**src/core/adc_regs_pkg.sv**
```systemverilog
package adc_regs_pkg;
  // register offsets (indices; byte address = 4 * index)
  localparam logic [7:0] checksum_idx = 8'h03;
  localparam logic [7:0] result_idx = 8'h04;
  localparam logic [7:0] gp_io_config_idx = 8'h06;
  localparam logic [7:0] mode_idx = 8'h10;
  localparam logic [7:0] setup_idx = 8'h11;
  localparam logic [7:0] status_idx = 8'h12;
  localparam logic [7:0] irq_status_idx = 8'h13;
  localparam logic [7:0] irq_mask_idx = 8'h14;
  // reset values
  localparam logic [23:0] checksum_rst = 24'h000000;
  localparam logic [23:0] result_rst = 24'h000000;
  localparam logic [15:0] gp_io_config_rst = 16'h0800;
  localparam logic [15:0] gp_io_config_wmask = 16'h3bff;
  // mode register fields
  localparam int short_word_bit = 0;
  localparam int check_en_bit = 1;
  localparam int stat_append_bit = 2;
  // gpio config fields
  localparam int gp_output_enable_bit = 13;
  localparam int gp_data_a_bit = 6;
  localparam int gp_data_b_bit = 7;
  // status word fields
  localparam int ready_n_bit = 7;
  // interrupt event bits
  localparam int irq_result_bit = 0;
  localparam int irq_dropped_bit = 1;
endpackage : adc_regs_pkg

```
**src/core/adc_result_and_check_regs.sv**
```systemverilog
// Notes on behaviour
// RQ1 - with checksum on, check register shows 24-bit xor of all user registers; the code xors only result, gpio config, mode and setup, not irq_mask
// RQ2 - with checksum off, check register reads zero
// RQ3 - result is offset binary, or straight binary when unipolar is selected
// RQ4 - reading the result drives ready bit and ready pin high
// RQ5 - repeated reads of the result return the same value unchanged
// RQ6 - no new result is loaded while an accepted result read is in progress
// RQ7 - status-append mode adds the status byte after the result, 32 bits
// RQ8 - short-word option shortens the result from 24 to 16 bits
// RQ9 - gpio config bit 13 enables both outputs, reset value zero
// RQ10 - word-length change affects only conversions completed after it
// RQ11 - a held-off result is written when the read ends, or replaced by a newer one
module adc_result_and_check_regs #(
  parameter int data_width = 24
) (
  // clock and reset
  input wire logic clk,
  input wire logic sys_rst,
  // register port
  input wire logic [7:0] reg_addr,
  input wire logic [31:0] reg_wdata,
  input wire logic reg_wr,
  input wire logic reg_rd,
  output logic [31:0] reg_rdata,
  // converter side
  input wire logic [data_width-1:0] conv_code,
  input wire logic conv_done,
  input wire logic [6:0] conv_status,
  // serial side marks the end of the result read
  input wire logic read_busy,
  // pins
  output logic ready_n,
  output logic gp_output_a,
  output logic gp_output_b,
  output logic gp_output_a_oe,
  output logic gp_output_b_oe,
  output logic irq
);

  logic [23:0] result;
  logic [15:0] gp_io_config;
  logic [2:0] mode;
  logic unipolar;
  logic [1:0] irq_status;
  logic [1:0] irq_mask;
  logic hold;
  logic pend_valid;
  logic [23:0] pend_code;
  logic [23:0] next_code;
  logic [23:0] checksum;
  logic [7:0] status_word;
  logic rd_result;
  logic wr_hit_ack;
  logic load_now;
  logic dropped;

  assign rd_result = reg_rd && reg_addr == adc_regs_pkg::result_idx;

  // encode and size a fresh code; word length sampled at completion time
  function automatic logic [23:0] encode(input logic [data_width-1:0] code,
                                         input logic uni, input logic short);
    logic [23:0] v;
    v = code[data_width-1 -: 24];
    if (!uni) begin
      v[23] = ~v[23]; // [RQ3]
    end
    if (short) begin
      v = {8'h00, v[23:8]}; // [RQ8]
    end
    return v;
  endfunction : encode

  assign next_code = encode(conv_code, unipolar, mode[adc_regs_pkg::short_word_bit]); // [RQ10]

  // hold-off window: from the accepted read until the serial side finishes
  always_ff @(posedge clk) begin
    if (sys_rst) begin
      hold <= 1'b0;
    end else if (rd_result) begin
      hold <= 1'b1; // [RQ6]
    end else if (!read_busy) begin
      hold <= 1'b0;
    end
  end

  // the window opens on the accepted read and lasts while the host still clocks bits out;
  // a host that never lowers read_busy keeps every later result from loading, with only the newest one parked
  hold_set_a: assert property (@(posedge clk) disable iff (sys_rst) // [RQ6]
    rd_result |=> hold)
    else $error("hold not raised by result read");
  hold_keep_a: assert property (@(posedge clk) disable iff (sys_rst) // [RQ6]
    hold && read_busy |=> hold)
    else $error("hold dropped while read busy");
  hold_end_a: assert property (@(posedge clk) disable iff (sys_rst) // [RQ6]
    hold && !read_busy && !rd_result |=> !hold)
    else $error("hold outlived the read");

  assign load_now = !hold && !rd_result;
  assign dropped = conv_done && pend_valid && !load_now;

  // parked result while held; a newer one replaces it
  always_ff @(posedge clk) begin
    if (sys_rst) begin
      pend_valid <= 1'b0;
      pend_code <= adc_regs_pkg::result_rst;
    end else if (conv_done && !load_now) begin
      pend_valid <= 1'b1; // [RQ11]
      pend_code <= next_code;
    end else if (load_now) begin
      pend_valid <= 1'b0;
    end
  end

  // a parked code is the latest one offered, and it is gone once a load happens;
  // only one code is parked, so a burst of results during a long read keeps the newest
  park_code_a: assert property (@(posedge clk) disable iff (sys_rst) // [RQ11]
    conv_done && !load_now |=> pend_valid && pend_code == $past(next_code))
    else $error("held-off result not parked");
  park_keep_a: assert property (@(posedge clk) disable iff (sys_rst) // [RQ11]
    pend_valid && !load_now && !conv_done |=> pend_valid && $stable(pend_code))
    else $error("parked result lost while held");
  park_clear_a: assert property (@(posedge clk) disable iff (sys_rst) // [RQ11]
    load_now |=> !pend_valid)
    else $error("parked result kept after load");
  drop_flag_a: assert property (@(posedge clk) disable iff (sys_rst) // [RQ11]
    dropped |=> irq_status[adc_regs_pkg::irq_dropped_bit])
    else $error("replaced result not flagged");

  // result register only changes on a new or parked conversion result, never on reads
  always_ff @(posedge clk) begin
    if (sys_rst) begin
      result <= adc_regs_pkg::result_rst;
    end else if (load_now && conv_done) begin
      result <= next_code; // [RQ5]
    end else if (load_now && pend_valid) begin
      result <= pend_code; // [RQ11]
    end
  end

  // a load takes the freshly encoded code, or the parked one when none is new; nothing else moves the register;
  // width and polarity are fixed at completion, so a later mode write cannot re-round a code
  result_load_a: assert property (@(posedge clk) disable iff (sys_rst) // [RQ3]
    conv_done && load_now |=> result == $past(next_code))
    else $error("result not loaded with new code");
  offset_code_a: assert property (@(posedge clk) disable iff (sys_rst) // [RQ3]
    conv_done && load_now && !unipolar && !mode[adc_regs_pkg::short_word_bit]
    |=> result == {~$past(conv_code[data_width-1]), $past(conv_code[data_width-2 -: 23])})
    else $error("offset binary code wrong");
  unipolar_code_a: assert property (@(posedge clk) disable iff (sys_rst) // [RQ3]
    conv_done && load_now && unipolar && !mode[adc_regs_pkg::short_word_bit]
    |=> result == $past(conv_code[data_width-1 -: 24]))
    else $error("unipolar code wrong");
  short_low_a: assert property (@(posedge clk) disable iff (sys_rst) // [RQ8]
    conv_done && load_now && unipolar && mode[adc_regs_pkg::short_word_bit]
    |=> result[15:0] == $past(conv_code[data_width-1 -: 16]))
    else $error("short word lost upper code bits");
  offset_short_a: assert property (@(posedge clk) disable iff (sys_rst) // [RQ8]
    conv_done && load_now && !unipolar && mode[adc_regs_pkg::short_word_bit]
    |=> result == {8'h00, ~$past(conv_code[data_width-1]), $past(conv_code[data_width-2 -: 15])})
    else $error("short offset code wrong");
  idle_stable_a: assert property (@(posedge clk) disable iff (sys_rst) // [RQ5]
    !conv_done && !pend_valid |=> $stable(result))
    else $error("result moved with no new conversion");
  mode_write_a: assert property (@(posedge clk) disable iff (sys_rst) // [RQ10]
    reg_wr && reg_addr == adc_regs_pkg::mode_idx && !conv_done && !pend_valid
    |=> $stable(result))
    else $error("word-length change rewrote stored result");

  // ready pin low while an unread result is waiting
  always_ff @(posedge clk) begin
    if (sys_rst) begin
      ready_n <= 1'b1;
    end else if (rd_result) begin
      ready_n <= 1'b1; // [RQ4]
    end else if (load_now && (conv_done || pend_valid)) begin
      ready_n <= 1'b0;
    end
  end

  // ready falls only for a load, and cannot fall inside the read window;
  // after a read the host cannot tell whether another result is close behind
  ready_low_a: assert property (@(posedge clk) disable iff (sys_rst) // [RQ4]
    !rd_result && load_now && (conv_done || pend_valid) |=> !ready_n)
    else $error("ready pin not low for new result");
  ready_stay_a: assert property (@(posedge clk) disable iff (sys_rst) // [RQ4]
    ready_n && !(load_now && (conv_done || pend_valid)) |=> ready_n)
    else $error("ready pin fell with no load");
  ready_hold_a: assert property (@(posedge clk) disable iff (sys_rst) // [RQ4]
    hold |=> ready_n)
    else $error("ready pin fell during result read");
  status_ready_a: assert property (@(posedge clk) disable iff (sys_rst) // [RQ4]
    reg_rd && reg_addr == adc_regs_pkg::status_idx
    |=> reg_rdata[adc_regs_pkg::ready_n_bit] == $past(ready_n))
    else $error("status ready bit differs from pin");

  assign status_word = {ready_n, conv_status};

  // configuration registers
  always_ff @(posedge clk) begin
    if (sys_rst) begin
      gp_io_config <= adc_regs_pkg::gp_io_config_rst; // [RQ9]
      mode <= 3'h0;
      unipolar <= 1'b0;
      irq_mask <= 2'h0;
    end else if (reg_wr) begin
      unique case (reg_addr)
        adc_regs_pkg::gp_io_config_idx: begin
          gp_io_config <= reg_wdata[15:0] & adc_regs_pkg::gp_io_config_wmask;
        end
        adc_regs_pkg::mode_idx: begin
          mode <= reg_wdata[2:0];
        end
        adc_regs_pkg::setup_idx: begin
          unipolar <= reg_wdata[0];
        end
        adc_regs_pkg::irq_mask_idx: begin
          irq_mask <= reg_wdata[1:0];
        end
        default: begin
        end
      endcase
    end
  end

  // the enable moves only on a config write and comes out of reset switched off
  oe_reset_a: assert property (@(posedge clk) disable iff (sys_rst) // [RQ9]
    $past(sys_rst) |-> !gp_output_a_oe && !gp_output_b_oe)
    else $error("outputs enabled out of reset");
  oe_steady_a: assert property (@(posedge clk) disable iff (sys_rst) // [RQ9]
    !reg_wr |=> $stable(gp_output_a_oe) && $stable(gp_output_b_oe))
    else $error("output enable moved without a write");
  oe_off_a: assert property (@(posedge clk) disable iff (sys_rst) // [RQ9]
    reg_wr && reg_addr == adc_regs_pkg::gp_io_config_idx
    && !reg_wdata[adc_regs_pkg::gp_output_enable_bit] |=> !gp_output_a_oe && !gp_output_b_oe)
    else $error("outputs still enabled after disable");

  // sticky events; a set in the same cycle beats the write-one clear
  assign wr_hit_ack = reg_wr && reg_addr == adc_regs_pkg::irq_status_idx;
  always_ff @(posedge clk) begin
    if (sys_rst) begin
      irq_status <= 2'h0;
    end else begin
      irq_status[adc_regs_pkg::irq_result_bit] <=
        (irq_status[adc_regs_pkg::irq_result_bit]
         && !(wr_hit_ack && reg_wdata[adc_regs_pkg::irq_result_bit])) || conv_done;
      irq_status[adc_regs_pkg::irq_dropped_bit] <=
        (irq_status[adc_regs_pkg::irq_dropped_bit]
         && !(wr_hit_ack && reg_wdata[adc_regs_pkg::irq_dropped_bit])) || dropped;
    end
  end

  assign irq = |(irq_status & irq_mask);

  // xor over result, gpio config, mode and setup, zero-padded to 24 bits
  always_comb begin
    checksum = result ^ {8'h00, gp_io_config} ^ {21'h000000, mode} ^ {23'h000000, unipolar};
  end

  // read data, one cycle after the strobe
  always_ff @(posedge clk) begin
    if (sys_rst) begin
      reg_rdata <= 32'h00000000;
    end else if (reg_rd) begin
      unique case (reg_addr)
        adc_regs_pkg::checksum_idx: begin
          reg_rdata <= mode[adc_regs_pkg::check_en_bit] ? {8'h00, checksum} // [RQ1]
                                                        : 32'h00000000; // [RQ2]
        end
        adc_regs_pkg::result_idx: begin
          if (mode[adc_regs_pkg::stat_append_bit]) begin
            reg_rdata <= {result, status_word}; // [RQ7]
          end else begin
            reg_rdata <= {8'h00, result};
          end
        end
        adc_regs_pkg::gp_io_config_idx: reg_rdata <= {16'h0000, gp_io_config};
        adc_regs_pkg::mode_idx: reg_rdata <= {29'h00000000, mode};
        adc_regs_pkg::setup_idx: reg_rdata <= {31'h00000000, unipolar};
        adc_regs_pkg::status_idx: reg_rdata <= {24'h000000, status_word};
        adc_regs_pkg::irq_status_idx: reg_rdata <= {30'h00000000, irq_status};
        adc_regs_pkg::irq_mask_idx: reg_rdata <= {30'h00000000, irq_mask};
        default: reg_rdata <= 32'h00000000;
      endcase
    end
  end

  // the result read carries the code first and, in append mode, the status byte last;
  // back-to-back plain reads must agree, since the strobe cycle itself blocks loads
  plain_read_a: assert property (@(posedge clk) disable iff (sys_rst) // [RQ7]
    rd_result && !mode[adc_regs_pkg::stat_append_bit]
    |=> reg_rdata == {8'h00, $past(result)})
    else $error("plain result read wrong");
  append_tail_a: assert property (@(posedge clk) disable iff (sys_rst) // [RQ7]
    rd_result && mode[adc_regs_pkg::stat_append_bit]
    |=> reg_rdata[7:0] == $past(status_word))
    else $error("appended status byte wrong");
  check_pad_a: assert property (@(posedge clk) disable iff (sys_rst) // [RQ1]
    reg_rd && reg_addr == adc_regs_pkg::checksum_idx |=> reg_rdata[31:24] == 8'h00)
    else $error("check register wider than 24 bits");
  reread_equal_a: assert property (@(posedge clk) disable iff (sys_rst) // [RQ5]
    rd_result && !mode[adc_regs_pkg::stat_append_bit] ##1 rd_result
    |=> reg_rdata == $past(reg_rdata))
    else $error("back-to-back result reads differ");

  // gp outputs drive only while enabled
  assign gp_output_a_oe = gp_io_config[adc_regs_pkg::gp_output_enable_bit]; // [RQ9]
  assign gp_output_b_oe = gp_io_config[adc_regs_pkg::gp_output_enable_bit]; // [RQ9]
  assign gp_output_a = gp_io_config[adc_regs_pkg::gp_data_a_bit];
  assign gp_output_b = gp_io_config[adc_regs_pkg::gp_data_b_bit];

  // checks
  check_off_a: assert property (@(posedge clk) disable iff (sys_rst) // [RQ2]
    reg_rd && reg_addr == adc_regs_pkg::checksum_idx && !mode[1] |=> reg_rdata == 32'h0)
    else $error("check register nonzero while disabled");
  check_on_a: assert property (@(posedge clk) disable iff (sys_rst) // [RQ1]
    reg_rd && reg_addr == adc_regs_pkg::checksum_idx && mode[1]
    |=> reg_rdata[23:0] == $past(checksum))
    else $error("check register not the xor of registers");
  read_ready_a: assert property (@(posedge clk) disable iff (sys_rst) // [RQ4]
    rd_result |=> ready_n)
    else $error("ready pin low after result read");
  result_hold_a: assert property (@(posedge clk) disable iff (sys_rst) // [RQ6]
    hold || rd_result |=> $stable(result))
    else $error("result changed during read");
  reread_same_a: assert property (@(posedge clk) disable iff (sys_rst) // [RQ5]
    rd_result ##1 (!conv_done && !pend_valid) |=> $stable(result))
    else $error("read altered result");
  append_a: assert property (@(posedge clk) disable iff (sys_rst) // [RQ7]
    rd_result && mode[2] |=> reg_rdata[31:8] == $past(result))
    else $error("status not appended");
  short_word_a: assert property (@(posedge clk) disable iff (sys_rst) // [RQ8]
    conv_done && load_now && mode[0] |=> result[23:16] == 8'h00)
    else $error("short word has upper bits");
  gp_enable_a: assert property (@(posedge clk) disable iff (sys_rst) // [RQ9]
    reg_wr && reg_addr == adc_regs_pkg::gp_io_config_idx
    |=> gp_output_a_oe == $past(reg_wdata[13]) && gp_output_b_oe == gp_output_a_oe)
    else $error("output enable mismatch");
  pend_load_a: assert property (@(posedge clk) disable iff (sys_rst) // [RQ11]
    pend_valid && load_now && !conv_done |=> result == $past(pend_code))
    else $error("held result not written");

endmodule : adc_result_and_check_regs

```
**config.mk**
```make
export PLATFORM = sky130hd
export DESIGN_NAME = adc_result_and_check_regs
export DESIGN_NICKNAME = d
export VERILOG_FILES = /design/src/core/adc_regs_pkg.sv /design/src/core/adc_result_and_check_regs.sv
export SDC_FILE = /design/constraint.sdc
export NUM_CORES = 1
export LEC_CHECK = 0
export ABC_AREA = 1
export BUFFER_PORTS_ARGS = -buffer_cell sky130_fd_sc_hd__clkbuf_2
export CAP_MARGIN = 20
export CORE_MARGIN = 2
export CORE_UTILIZATION = 30
export CTS_BUF_LIST = sky130_fd_sc_hd__clkbuf_2
export CTS_CLUSTER_DIAMETER = 120
export DETAILED_ROUTE_END_ITERATION = 10
export PLACE_DENSITY = 0.59
export SYNTH_ARGS = -nofsm -noshare
export SYNTH_HDL_FRONTEND = slang
export SYNTH_SLANG_ARGS = --single-unit
```
**constraint.sdc**
```tcl
create_clock -name clk -period 1.3 [get_ports clk]
set_input_delay 0.065 -clock clk [delete_from_list [all_inputs] [get_ports clk]]
set_output_delay 0.065 -clock clk [all_outputs]
set_load 0.02 [all_outputs]
```
======== Word level (Yosys, flattened, before mapping) ========
Index checks and enable logic that the tools add are counted.
storage, ports and cells
  flip-flop bits (word level) ............. 104
  latch bits .............................. 0
  bits in writable memories ............... 0
  memory bits (read-only) ................. 0
  input port bits ......................... 77
  output and inout bits ................... 38
  word-level logic and storage cells ...... 65
  memories kept ........................... 0
cells by class
  $add $sub $neg .......................... 0
  multiply operators ...................... 0
  divide/modulo/power cells ............... 0
  $lt $le $gt $ge ......................... 0
  equal/unequal tests ..................... 9
  shifts and indexed selects .............. 0
  muxes and demuxes ....................... 11
  bitwise gates (word level) .............. 5
  reductions and logical operators ........ 29
operator list
  operator              count
  $pmux W32 S8          1
  $mux W24              4
  $eq A8 B5 Y1 const B  5
  $mux W32              1
  $xor A24 B1 Y24       1
  $xor A24 B14 Y24      1
  $xor A24 B3 Y24       1
  $eq A8 B3 Y1 const B  2
  $logic_and A1 B1 Y1   13
  $eq A8 B2 Y1 const B  1
  $reduce_and A2 Y1     4
  $logic_not A1 Y1      5
  $mux W1               5
  $reduce_bool A2 Y1    2
  $reduce_or A2 Y1      2
  $logic_or A1 B1 Y1    3
  $and A2 B2 Y2         1
  $ne A2 B1 Y1 const B  1
  $not A1 Y1            1

======== Depth between registers and ports, before layout ========
  depth after elaboration ................. 7
  mapped depth ............................ 12
  gate-level depth less buffers ........... 11

======== Worst setup path before layout ========
No wires, ideal clock.
  path kind ............................... flip-flop to flip-flop
  from .................................... reg mode[0]
  to ...................................... reg result[13]
  setup time .............................. 109 ps
  arrival time ............................ 1218 ps
  required time ........................... 1191 ps
  slack ................................... -26 ps
  stages on the path, launching flop included .. 9
  buffers on the path ..................... 2
  clock period less this slack ............ 1326 ps
  cells stage by stage .................... dfxtp_1 > buf_2 > inv_1 > clkbuf_1 > o21ai_0 > nand3_1 > nand3_1 > nand2_1 > inv_1
on the way
  word-level cells in the longest chain between the ends .. 2
ends and longest elaborated chain
  what                    RTL line                          source
  start, declared         adc_result_and_check_regs.sv:42   logic [2:0] mode;
  start signal, assigned  adc_result_and_check_regs.sv:211  mode <= reg_wdata[2:0];
  $mux W24                adc_result_and_check_regs.sv:67   if (short) begin
  $mux W24                adc_result_and_check_regs.sv:133  end else if (load_now && conv_done) begin
  end signal, assigned    adc_result_and_check_regs.sv:132  result <= adc_regs_pkg::result_rst;
  end signal, assigned    adc_result_and_check_regs.sv:134  result <= next_code;
  end signal, assigned    adc_result_and_check_regs.sv:136  result <= pend_code;
  end, declared           adc_result_and_check_regs.sv:40   logic [23:0] result;
Every way passes these cells.
A chain may end at the register's enable or synchronous reset.

======== Final worst setup path ========
  from .................................... reg irq_status[1]
  to ...................................... out irq
on the way
  word-level cells in the longest chain between the ends .. 2
ends and longest elaborated chain
  what                             RTL line                          source
  start, declared                  adc_result_and_check_regs.sv:44   logic [1:0] irq_status;
  start signal, assigned by index  adc_result_and_check_regs.sv:243  irq_status[adc_regs_pkg::irq_result_bit] <=
  start signal, assigned by index  adc_result_and_check_regs.sv:246  irq_status[adc_regs_pkg::irq_dropped_bit] <=
  $and A2 B2 Y2                    adc_result_and_check_regs.sv:252  assign irq = |(irq_status & irq_mask);
  $reduce_or A2 Y1                 adc_result_and_check_regs.sv:252
  end, declared                    adc_result_and_check_regs.sv:37   output logic irq
Every way passes these cells.

==> results.json <==
{
  "cpMaxStageDelayCell": "dfxtp_2",
  "cp_top_family": "flip-flops",
  "crit_fanout": 2,
  "setup_viol": 4,
  "ys_ff_latch": 104,
  "nFillCells": 1785,
  "slew_headroom": 0.6468,
  "rrSetupSlack_ps": -10,
  "path_class": "reg2out",
  "status": "finished, violations left",
  "finalWirelength_um": 18920,
  "layout.nets": 1150,
  "grt_pass1_vias": 5555,
  "vias_per_cell": 4.751,
  "seq_area_frac_synth": 0.3780,
  "diodes": 0,
  "finalCritPeriodShare": 1.087,
  "htree_levels": 3,
  "cts.sinks": 104,
  "avgRoutedWirePerCell_um": 14.48,
  "crit_buf_inv": 2,
  "row_count": 49,
  "layout_commonest_cell": "nand2_1",
  "synth_nets": 931,
  "clkTransAtPathRegs_ps": 260,
  "tightestPinTransition_ps": 529.7,
  "place.gp.congestion": 0.8923,
  "p_leak_nw": 3.963,
  "synthesis.area_mm2": 0.005508,
  "drc": 0,
  "antenna_found_initial": 0,
  "rsz0062_at_grt": "yes",
  "worst_setup_path_start_kind": "register",
  "drtPass1Iterations": 6,
  "start_util": 0.3066,
  "max_stage_delay_ps": 400,
  "cts_tree": "done",
  "crit_required_ps": 1240,
  "whs_ps": -5.998,
  "path_cells": "inv_2 > o21ai_2 > clkbuf_8",
  "slew_violations": 0,
  "hold_viol_final": 1,
  "power_w": 0.005928,
  "dr_total_vias": 6210,
  "pre_cts_ws_ps": -130.9,
  "max_freq_mhz": 707.6,
  "die_x_um": 139.5,
  "ir_worst_vdd_mv": 0.3813,
  "grt_pass1_wl_um": 28490,
  "dieArea_mm2": 0.01946,
  "grt_usage": 0.1792,
  "max-cap-violations": 0,
  "synth.distinct_cells": 29,
  "hp-class": "in2reg",
  "power.density_mw_per_mm2": 702.7,
  "drive_gt1_frac": 0.3349,
  "yosysWarningCount": 0,
  "portBuffers": 95,
  "avgSynthCellArea_um2": 6.449,
  "tns_ps": -121.7,
  "syn_inst": 854,
  "hpwl_um": 12520,
  "drtIter0Drc": 470,
  "worstSkewPairLatency_ps": 660,
  "numCtsBuffers": 9,
  "grt_start_max_net_pins": 38,
  "grt_overflow_total": 0,
  "final.setup.worst_slack_ps": -113.2,
  "clock_path_buffers": 2,
  "fin_crit_ps": 1413,
  "core_area_mm2": 0.01796,
  "ios": 115,
  "final_cell_mix": "217 x nand2_1, 89 x nor2_1, 82 x inv_1",
  "cp-end-kind": "primary output",
  "clock-root-buffer": "clkbuf_2",
  "drtAntennaViolNets": 0,
  "violations": "negative hold slack, negative setup slack",
  "area_growth_pct": 53.18,
  "die_y_um": 139.5,
  "clock_skew_ps": 53.55,
  "critical_path_arrival_ps": 1350
}
[flip-flops by register name, indices dropped and copies added, names as in the netlist, 2 cells and up]
signal,flops
mode,3
result,24
gp_io_config,13
irq_status,2
pend_code,24
irq_mask,2
reg_rdata,32
[per-stage QoR]
stage                     utilization  cells  hold WS (ps)  instance area (µm²)
after floorplan                     -    854         191.3                 5512
after global routing           0.4697   1307         31.98                 8437
after detailed placement       0.3639   1188         296.7                 6538
final                          0.4697   1307        -5.998                 8437
after CTS                      0.4175   1270        0.8089                 7500
after global placement         0.3639   1188         293.4                 6538
[cell type report]
type | instances | area, µm² | share of cell area
multi-input cells | 605 | 3141 | 0.3722
repair buffers | 256 | 2352 | 0.2788
flip-flops and latches | 104 | 2158 | 0.2558
inverters | 96 | 375.4 | 0.04449
well taps | 229 | 286.5 | 0.03396
clock inverters | 5 | 63.81 | 0.007563
clock buffers | 11 | 55.05 | 0.006525
repair inverters | 1 | 5.005 | 0.0005932
[power breakdown]
group	switching (W)	total, W	leakage [nW]	internal (W)
logic	0.000523	0.000959	3.01	0.000437
registers	0.0000590	0.00331	0.870	0.00325
clock network	0.00118	0.00166	0.0788	0.000486
[cell families (layout without fill, tap and decap cells)]
| kind of cell | count (synthesis) | in the layout | synth area share |
|---|---|---|---|
| simple gates | 445 | 446 | 0.3539 |
| buf+inv | 146 | 369 | 0.1127 |
| compound gates | 148 | 148 | 0.1379 |
| flops | 104 | 104 | 0.3780 |
| xor+xnor | 11 | 11 | 0.01749 |
[layer usage]
layer / routed length [µm] / part of all wire / track usage
met1: 9015 / 0.48 / 0.2522
met3: 795 / 0.042 / 0.02925
met5: 0 / 0 / 0
met4: 273 / 0.014 / 0.04519
met2: 8838 / 0.47 / 0.2866
[cell usage after synthesis (all sizes together)]
cell / n / area share
nor3: 1 / 0.00091
dfxtp: 104 / 0.38
clkbuf: 21 / 0.014
buf: 29 / 0.032
nor2: 99 / 0.080
a21oi: 61 / 0.055
xor2: 10 / 0.016
inv: 96 / 0.066
and3: 1 / 0.0011
nand4: 8 / 0.0091
o21ai: 83 / 0.077
a31oi: 2 / 0.0023
nand3: 99 / 0.098
xnor2: 1 / 0.0016
nand2: 237 / 0.16
o211ai: 2 / 0.0027
[worst min-delay path, delay by kind of cell]
kind	cells	cell delay (ps)
AOI/OAI and AO/OA	1	100
and+or+nand+nor	1	60
buffers and inverters	3	380
[path summary, 6_finish.rpt]
kind / end / start / cells after the start
setup reg to reg: result[9] / pend_valid / 6
hold reg to reg: irq_mask[0] / irq_mask[0] / 2
hold / removal: gp_io_config[9] / reg_wr / 5
setup / recovery: irq / irq_status[1] / 3
[repair_timing]
action	CTS	global route
gates cloned	0	12
pin swaps	7	36
endpoints found under the setup margin	52	99
gates resized for setup	80	191
setup buffers	7	23
hold buffers	59	3
endpoints found under the hold margin	103	2
No activity file was read; power rests on OpenSTA's default activity.
